==> src/lcdc_defines.svh <==
// Command opcodes, field positions, reset values and link timing for the LCD command link
`ifndef LCDC_DEFINES_SVH
`define LCDC_DEFINES_SVH

// Opcode patterns on the upper five bits (D7..D3)
`define LCDC_OP_IFACE       5'h00
`define LCDC_OP_SRST        5'h02
`define LCDC_OP_DUTY        5'h04
`define LCDC_OP_BIAS        5'h06
`define LCDC_OP_POWER       5'h0a
`define LCDC_OP_PUMP        5'h10
`define LCDC_OP_RATIO       5'h12
// Volume command: top two bits 11
`define LCDC_OP_VOL2        2'h3
// Volume mode set command byte, first of the volume pair; placed on an unused
// opcode pattern so that it shadows no setting code
`define LCDC_CMD_VOLMODE    8'h40

// Field positions
`define LCDC_BIT_PHASE      2
`define LCDC_BIT_SCAN       1
`define LCDC_BIT_SERIAL     0
`define LCDC_BIT_SRST       0
`define LCDC_BIT_PUMP_DIS   2
`define LCDC_BIT_VO_DIS     1
`define LCDC_BIT_OUT_DIS    0

// Reset values
`define LCDC_RST_IFACE      3'h1
`define LCDC_RST_DUTY       3'h0
`define LCDC_RST_BIAS       3'h0
`define LCDC_RST_POWER      3'h7
`define LCDC_RST_PUMP       3'h4
`define LCDC_RST_RATIO      3'h4
`define LCDC_RST_VOLUME     6'h20

// Link timing: shift clock half period in ns, and in 50 ns system cycles
`define LCDC_CLK_NS         50
`define LCDC_HALF_NS        200
`define LCDC_HALF_CYC       ((`LCDC_HALF_NS + `LCDC_CLK_NS - 1) / `LCDC_CLK_NS)

// APB register offsets of the host controller
`define LCDC_REG_CMD        12'h000
`define LCDC_REG_CTRL       12'h004
`define LCDC_REG_STATUS     12'h008

`endif

==> src/lcdc_link_if.sv <==
// Serial command link: enable, shift clock and data line between host and driver
interface lcdc_link_if;
	logic cmd_enable;
	logic shift_clock;
	logic serial_in_line;
	modport host (output cmd_enable, output shift_clock, output serial_in_line);
	modport dev (input cmd_enable, input shift_clock, input serial_in_line);
endinterface

==> src/lcdc_device.sv <==
// LCD driver command decoder: samples the command link and holds the configuration
`include "lcdc_defines.svh"
module lcdc_device (
	input  wire logic        i_clock,
	input  wire logic        i_rst_b,
	lcdc_link_if.dev         link,
	input  wire logic        i_ext_frame,
	input  wire logic        i_master_mode,
	output logic             o_int_frame,
	output logic             o_scan_ascending,
	output logic             o_serial_select,
	output logic             o_soft_reset,
	output logic [6:0]       o_common_count,
	output logic [6:0]       o_segment_count,
	output logic [3:0]       o_bias_denom,
	output logic [2:0]       o_power_disable,
	output logic [2:0]       o_power_enable,
	output logic [3:0]       o_pump_khz,
	output logic [2:0]       o_divider_ratio_code,
	output logic [5:0]       o_volume_level,
	output logic             o_volume_mode
);

	////////////////////////////////////////////////////////////////////////////
	// State
	// Synchroniser stages, link receiver, stored settings, then decoded outputs
	typedef struct packed {
		logic [1:0] en_sync;
		logic [1:0] mst_sync;
		logic [1:0] clk_sync;
		logic [1:0] dat_sync;
		logic [1:0] frm_sync;
		logic       clk_prev;
		logic [2:0] bit_cnt;
		logic [7:0] shreg;
		logic [2:0] iface;
		logic       srst;
		logic [2:0] duty;
		logic [2:0] bias;
		logic [2:0] power;
		logic [2:0] pump;
		logic [2:0] ratio;
		logic [5:0] volume;
		logic       vol_mode;
		logic       int_frame;
		logic [6:0] coms;
		logic [6:0] segs;
		logic [3:0] denom;
		logic [3:0] khz;
		logic [2:0] pwr_en;
	} lcdc_dev_st_t;

	lcdc_dev_st_t st_ff;
	lcdc_dev_st_t nxt_st;
	logic         en_s;
	logic         clk_s;
	logic         dat_s;
	logic         rise;
	logic [7:0]   cmd;
	logic [4:0]   op;

	// Common count for a duty code; codes 6 and 7 saturate at 96
	function automatic logic [6:0] com_count(input logic [2:0] code);
		com_count = (code >= 3'h6) ? 7'h60 : {code, 4'h0};
	endfunction

	////////////////////////////////////////////////////////////////////////////
	// Next state
	always_comb begin
		nxt_st = st_ff;
		// Two-flop synchronisers; logic reads only the second stage
		nxt_st.en_sync  = {st_ff.en_sync[0], link.cmd_enable};
		// The mode strap is a pin as well, so it gets the same treatment
		nxt_st.mst_sync = {st_ff.mst_sync[0], i_master_mode};
		nxt_st.clk_sync = {st_ff.clk_sync[0], link.shift_clock};
		nxt_st.dat_sync = {st_ff.dat_sync[0], link.serial_in_line};
		nxt_st.frm_sync = {st_ff.frm_sync[0], i_ext_frame};
		en_s  = st_ff.en_sync[1];
		clk_s = st_ff.clk_sync[1];
		dat_s = st_ff.dat_sync[1];
		nxt_st.clk_prev = clk_s;
		// Edge memory resets low like the idle shift clock: no false edge after reset
		rise = clk_s & ~st_ff.clk_prev;
		cmd  = {st_ff.shreg[6:0], dat_s};
		op   = cmd[7:3];
		if (!en_s) begin
			nxt_st.bit_cnt = 3'h0;
			nxt_st.srst    = 1'b0;
		end else if (rise) begin
			// MSB first; a byte completes on the eighth rising edge
			nxt_st.shreg   = cmd;
			nxt_st.bit_cnt = st_ff.bit_cnt + 3'h1;
			// Bytes landing while soft reset holds are dropped; only an enable drop ends it
			if (st_ff.bit_cnt == 3'h7 && !st_ff.srst) begin
				// Counter wraps so back-to-back bytes keep decoding
				nxt_st.vol_mode = 1'b0;
				// Volume byte is decoded on its top two bits only
				if (cmd[7:6] == `LCDC_OP_VOL2) begin
					nxt_st.volume = cmd[5:0];
					// Store then leave volume mode
					nxt_st.vol_mode = 1'b0;
				end else if (cmd == `LCDC_CMD_VOLMODE) begin
					// Sits on an otherwise unused pattern, so no setting code is shadowed
					// Pairing with the next byte is the host's duty
					nxt_st.vol_mode = 1'b1;
				end else if (op == `LCDC_OP_IFACE) begin
					nxt_st.iface = cmd[2:0];
				end else if (op == `LCDC_OP_SRST) begin
					nxt_st.srst = cmd[`LCDC_BIT_SRST];
				end else if (op == `LCDC_OP_DUTY) begin
					nxt_st.duty = cmd[2:0];
				end else if (op == `LCDC_OP_BIAS) begin
					nxt_st.bias = cmd[2:0];
				end else if (op == `LCDC_OP_POWER) begin
					nxt_st.power = cmd[2:0];
				end else if (op == `LCDC_OP_PUMP) begin
					nxt_st.pump = cmd[2:0];
				end else if (op == `LCDC_OP_RATIO) begin
					nxt_st.ratio = cmd[2:0];
				end
				// Any other pattern falls through untouched
			end
		end
		// While soft reset is held every setting returns to default
		if (st_ff.srst) begin
			nxt_st.iface    = `LCDC_RST_IFACE;
			nxt_st.duty     = `LCDC_RST_DUTY;
			nxt_st.bias     = `LCDC_RST_BIAS;
			nxt_st.power    = `LCDC_RST_POWER;
			nxt_st.pump     = `LCDC_RST_PUMP;
			nxt_st.ratio    = `LCDC_RST_RATIO;
			nxt_st.volume   = `LCDC_RST_VOLUME;
			nxt_st.vol_mode = 1'b0;
		end
		// Decoded outputs, registered so every output leaves a flop
		nxt_st.int_frame = st_ff.iface[`LCDC_BIT_PHASE] ? st_ff.frm_sync[1]
			: ~st_ff.frm_sync[1];
		// Commons and segments lag the stored code together, so their sum never strays
		nxt_st.coms  = com_count(st_ff.duty);
		nxt_st.segs  = 7'h60 - com_count(st_ff.duty);
		nxt_st.denom = {1'b0, st_ff.bias} + 4'h4;
		nxt_st.khz   = {1'b0, st_ff.pump} + 4'h1;
		// Internal supply works only as master with commons present
		// Taken from the next settings so enable and disable change on one edge;
		// from the stored ones an enable would overlap a fresh disable for a cycle
		nxt_st.pwr_en = (st_ff.mst_sync[1] && nxt_st.duty != 3'h0) ? ~nxt_st.power
			: 3'h0;
	end

	////////////////////////////////////////////////////////////////////////////
	// Registers
	// Reset loads constants only; decoded outputs start at what the defaults decode to, except int_frame, which starts low
	always_ff @(posedge i_clock or negedge i_rst_b) begin
		if (!i_rst_b) begin
			st_ff          <= '0;
			st_ff.iface    <= `LCDC_RST_IFACE;
			st_ff.power    <= `LCDC_RST_POWER;
			st_ff.pump     <= `LCDC_RST_PUMP;
			st_ff.ratio    <= `LCDC_RST_RATIO;
			st_ff.volume   <= `LCDC_RST_VOLUME;
			st_ff.segs     <= 7'h60;
			st_ff.denom    <= 4'h4;
			st_ff.khz      <= 4'h5;
		end else begin
			st_ff <= nxt_st;
		end
	end

	////////////////////////////////////////////////////////////////////////////
	// Outputs
	// Every output leaves a flop, so downstream logic sees no decode glitches
	assign o_int_frame          = st_ff.int_frame;
	assign o_scan_ascending     = st_ff.iface[`LCDC_BIT_SCAN];
	assign o_serial_select      = st_ff.iface[`LCDC_BIT_SERIAL];
	assign o_soft_reset         = st_ff.srst;
	assign o_common_count       = st_ff.coms;
	assign o_segment_count      = st_ff.segs;
	assign o_bias_denom         = st_ff.denom;
	assign o_power_disable      = st_ff.power;
	assign o_power_enable       = st_ff.pwr_en;
	assign o_pump_khz           = st_ff.khz;
	assign o_divider_ratio_code = st_ff.ratio;
	assign o_volume_level       = st_ff.volume;
	assign o_volume_mode        = st_ff.vol_mode;

endmodule

==> src/flat_wrapper.sv <==
// flat-port wrapper written by rule: the top's interface ports become plain ports
module lcdc_device_flat 
  (i_clock, i_rst_b, i_ext_frame, i_master_mode, o_int_frame, o_scan_ascending, o_serial_select, o_soft_reset, o_common_count, o_segment_count, o_bias_denom, o_power_disable, o_power_enable, o_pump_khz, o_divider_ratio_code, o_volume_level, o_volume_mode, link_cmd_enable, link_shift_clock, link_serial_in_line);
  lcdc_link_if link_i ();
  input  wire logic i_clock;
  input  wire logic i_rst_b;
  input  wire logic i_ext_frame;
  input  wire logic i_master_mode;
  output logic o_int_frame;
  output logic o_scan_ascending;
  output logic o_serial_select;
  output logic o_soft_reset;
  output logic [6:0] o_common_count;
  output logic [6:0] o_segment_count;
  output logic [3:0] o_bias_denom;
  output logic [2:0] o_power_disable;
  output logic [2:0] o_power_enable;
  output logic [3:0] o_pump_khz;
  output logic [2:0] o_divider_ratio_code;
  output logic [5:0] o_volume_level;
  output logic o_volume_mode;
  input wire logic [$bits(link_i.cmd_enable)-1:0] link_cmd_enable;
  input wire logic [$bits(link_i.shift_clock)-1:0] link_shift_clock;
  input wire logic [$bits(link_i.serial_in_line)-1:0] link_serial_in_line;
  assign link_i.cmd_enable = link_cmd_enable;
  assign link_i.shift_clock = link_shift_clock;
  assign link_i.serial_in_line = link_serial_in_line;
  lcdc_device u_core (.i_clock(i_clock), .i_rst_b(i_rst_b), .link(link_i), .i_ext_frame(i_ext_frame), .i_master_mode(i_master_mode), .o_int_frame(o_int_frame), .o_scan_ascending(o_scan_ascending), .o_serial_select(o_serial_select), .o_soft_reset(o_soft_reset), .o_common_count(o_common_count), .o_segment_count(o_segment_count), .o_bias_denom(o_bias_denom), .o_power_disable(o_power_disable), .o_power_enable(o_power_enable), .o_pump_khz(o_pump_khz), .o_divider_ratio_code(o_divider_ratio_code), .o_volume_level(o_volume_level), .o_volume_mode(o_volume_mode));
endmodule
==> config.mk <==
export PLATFORM = sky130hd
export DESIGN_NAME = lcdc_device_flat
export DESIGN_NICKNAME = d
export VERILOG_FILES = /design/src/lcdc_link_if.sv /design/src/lcdc_device.sv /design/src/flat_wrapper.sv
export VERILOG_INCLUDE_DIRS = /design/src /design/src/src
export SDC_FILE = /design/constraint.sdc
export NUM_CORES = 1
export LEC_CHECK = 0
export BUFFER_PORTS_ARGS = -buffer_cell sky130_fd_sc_hd__buf_2
export CAP_MARGIN = 10
export CORE_UTILIZATION = 32
export CTS_CLUSTER_DIAMETER = 60
export DETAILED_ROUTE_END_ITERATION = 10
export GPL_ROUTABILITY_DRIVEN = 1
export PLACE_DENSITY_LB_ADDON = 0.3
export SLEW_MARGIN = 15
export SYNTH_ARGS = -nofsm -noshare
export SYNTH_HDL_FRONTEND = slang
export SYNTH_SLANG_ARGS = --single-unit
export TNS_END_PERCENT = 20
==> constraint.sdc <==
create_clock -name i_clock -period 4.62 [get_ports i_clock]
set_input_delay 0.924 -clock i_clock [delete_from_list [all_inputs] [get_ports i_clock]]
set_output_delay 0.924 -clock i_clock [all_outputs]
set_load 0.01 [all_outputs]
==> reports/qor.yml <==
setup_tns_ns: 0
fin_hold_ws_ns: 0.345
synth-seq-area-share_pct: 56.3
drive_above_1_share_pct: 31.7
crit_end: "o_soft_reset"
clkLatencyLatePin_ns: 0.34
async_reset_ff_share_pct: 100
crit_arrival_ns: 1.39
timing.fmax_ghz: 0.432
ff_latch_area_mm2: 0.00162
pin_count: 49
skew_ns: 0.0109
max-vdd-ir-drop_v: 0.000240
cts_hold_buffers: 0
drt-initial-drc-count: 112
slew_viol_final: 0
dp.cells: 357
post_drt_wl_per_cell_um: 13.0
finalCriticalPeriod_ns: 2.31
h-tree-depth: 3
tightest_slew_ns: 0.781
grt_usage_pct: 11.6
clock_sinks: 64
grt_pass1_vias: 1743
hpwl_um: 3350
wl_um: 4860
cts-root-buf: "clkbuf_8"
rsz0062_at_grt: "no"
cp.required_ns: 3.70
nNetsFinal: 271
worstSetupStartpoint: "u_core.o_soft_reset$_DFFE_PN0P_"
cts_resized: 0
syn_inst: 252
die_h_um: 96.7
power_leakage_nw: 1.59
synth_edf_count: 0
crit_fanout: 20
maxCapViolCount: 0
die_w_um: 96.7
slowest_stage: "dfrtp_1"
cts_buffer_depth: 2
cts_tree: "done"
die-area_mm2: 0.00936
grt_max_degree: 65
vias: 1717
cpPeakStageDelay_ns: 0.80
grt_pass1_wl_um: 8570
hold_violations: 0
yosysWarnings: 0
gp_congestion: 0.791
path_delay_family: "flip-flops"
reg2reg_depth: 6
setup_viol: 0
path_clk_slew_ns: 0.07
ys.flop_type: "dfrtp_1"
drtAntennaViolNets: 0
cts_setup_buffers: 0
antenna_found_initial: 0
multiInputGateArea_um2: 917
crit_path_start_kind: "flip-flop"
ys_types: 43
final_cells: 373
worst_setup_path_end_kind: "output port"
drtPass1Iterations: 4
synth_area_per_cell_um2: 11.4
maxSlewHeadroom_pct: 47.9
r2r-start: "u_core.st_ff[60]$_DFFE_PN0P_"
rows: 34
status: "finished, final reports clean"
powerDensity_mw_per_mm2: 437
syn_to_final_growth_pct: 9.59
syn-cell-area_mm2: 0.00287
r2r_slack_ns: 2.67
fin_crit_sh_pct: 50.1
final_cell_mix: "52 x dfrtp_1, 40 x buf_2, 31 x nand2_1, 12 x dfstp_2"
worstReg2RegEnd: "u_core.st_ff[44]$_DFFE_PN0P_"
cp_cell_sequence: "buf_2"
drc_errors: 0
gr-total-overflow: 0
synth_seq_cells: 64
p_total_mw: 1.38
core_mm2: 0.00872
vias_per_cell: 4.60
numCtsBuffers: 9
start_util_pct: 32.9
fillers: 850
io_buffers: 40
crit_cells: 1
path_buf_inv: 1
hold_class: "reg2reg"
final_common_cell: "dfrtp_1"
critPathKind: "reg2out"
antenna_cells: 0
[sequential cells by signal, indices dropped and copies added (netlist names), 2 cells and up]
register                     count
u_core.st_ff                    16
u_core.cmd                       8
u_core.o_volume_level            6
u_core.nxt_st                    5
u_core.o_bias_denom              4
u_core.o_pump_khz                4
u_core.o_common_count            3
u_core.o_divider_ratio_code      3
u_core.o_power_disable           3
u_core.o_power_enable            3
u_core.o_segment_count           2
[logic make-up after synthesis]
family | share of synthesized area [%]
flops | 56.3
fa+ha+maj | 1.74
compound gates | 4.75
xor+xnor | 1.22
mux | 6.19
buf+inv | 12.7
simple gates | 17.0
other cells | 0.131
[where the power goes]
part / switching (mW) / leakage, nW / internal [mW]
combinational: 0.0569 / 0.659 / 0.0603
clock: 0.215 / 0.119 / 0.375
sequential: 0.0800 / 0.813 / 0.589
total: 0.351 / 1.59 / 1.02
[layout make-up]
type	instances	area share, %
Inverter	5	0.596
Multi-Input combinational cell	139	29.1
Clock buffer	10	4.37
Clock inverter	6	3.62
Sequential cell	64	51.4
Tap cell	108	4.29
Timing Repair Buffer	41	6.60
[routing by layer]
layer / GRT usage (%) / share of wire (%) / up-vias / routed length [um]
met5: 0 / 0 / - / 0
met4: 4.48 / 1.8 / 0 / 86
met3: 4.41 / 5.6 / 9 / 272
met2: 17.4 / 46 / 50 / 2250
met1: 15.1 / 46 / 839 / 2250
li1: - / - / 819 / -
[Yosys cell counts (2+ instances only)]
library cell / number / share of area [%]
o21ai_0: 2 / 0.35
mux2i_1: 11 / 3.8
nand3_1: 9 / 1.6
nor2_1: 11 / 1.4
ha_1: 4 / 1.7
mux2_2: 6 / 2.4
nand4_1: 4 / 0.87
a21oi_1: 6 / 1.0
nand4bb_1: 2 / 0.78
dfstp_2: 12 / 11
nand2_1: 31 / 4.1
nor3b_1: 2 / 0.52
dfrtp_1: 52 / 45
and3_1: 3 / 0.65
nor2b_1: 5 / 1.1
buf_2: 6 / 1.0
xnor2_1: 3 / 0.92
o21ai_1: 5 / 0.87
buf_4: 37 / 9.7
nand2b_1: 2 / 0.44
and2_1: 2 / 0.44
nor3_1: 5 / 0.87
nand4b_1: 2 / 0.61
clkbuf_1: 7 / 0.92
inv_1: 5 / 0.65
[stage by stage]
step	worst slack (ns)	instance area, um^2	utilization [%]
after floorplan	2.86	2900	-
after global placement	2.68	2900	33.2
after detailed placement	2.66	2900	33.2
after CTS	2.28	3150	36.1
after global routing	2.21	3150	36.1
final	2.31	3150	36.1
[worst min-delay path by stage]
stage	end	startpoint	slack, ns	depth (start not counted)
floorplan	u_core.clk_s$_DFF_PN0_	u_core.nxt_st[69]$_DFF_PN0_	0.33	0
global route	u_core.cmd[0]$_DFF_PN0_	u_core.nxt_st[67]$_DFF_PN0_	0.35	0
detailed placement	u_core.cmd[0]$_DFF_PN0_	u_core.nxt_st[67]$_DFF_PN0_	0.33	0
CTS	u_core.cmd[0]$_DFF_PN0_	u_core.nxt_st[67]$_DFF_PN0_	0.35	0
finish	u_core.cmd[0]$_DFF_PN0_	u_core.nxt_st[67]$_DFF_PN0_	0.34	0
global placement	u_core.st_ff[65]$_DFF_PN0_	u_core.nxt_st[65]$_DFF_PN0_	0.33	0
No activity file was read; power rests on OpenSTA's default activity.
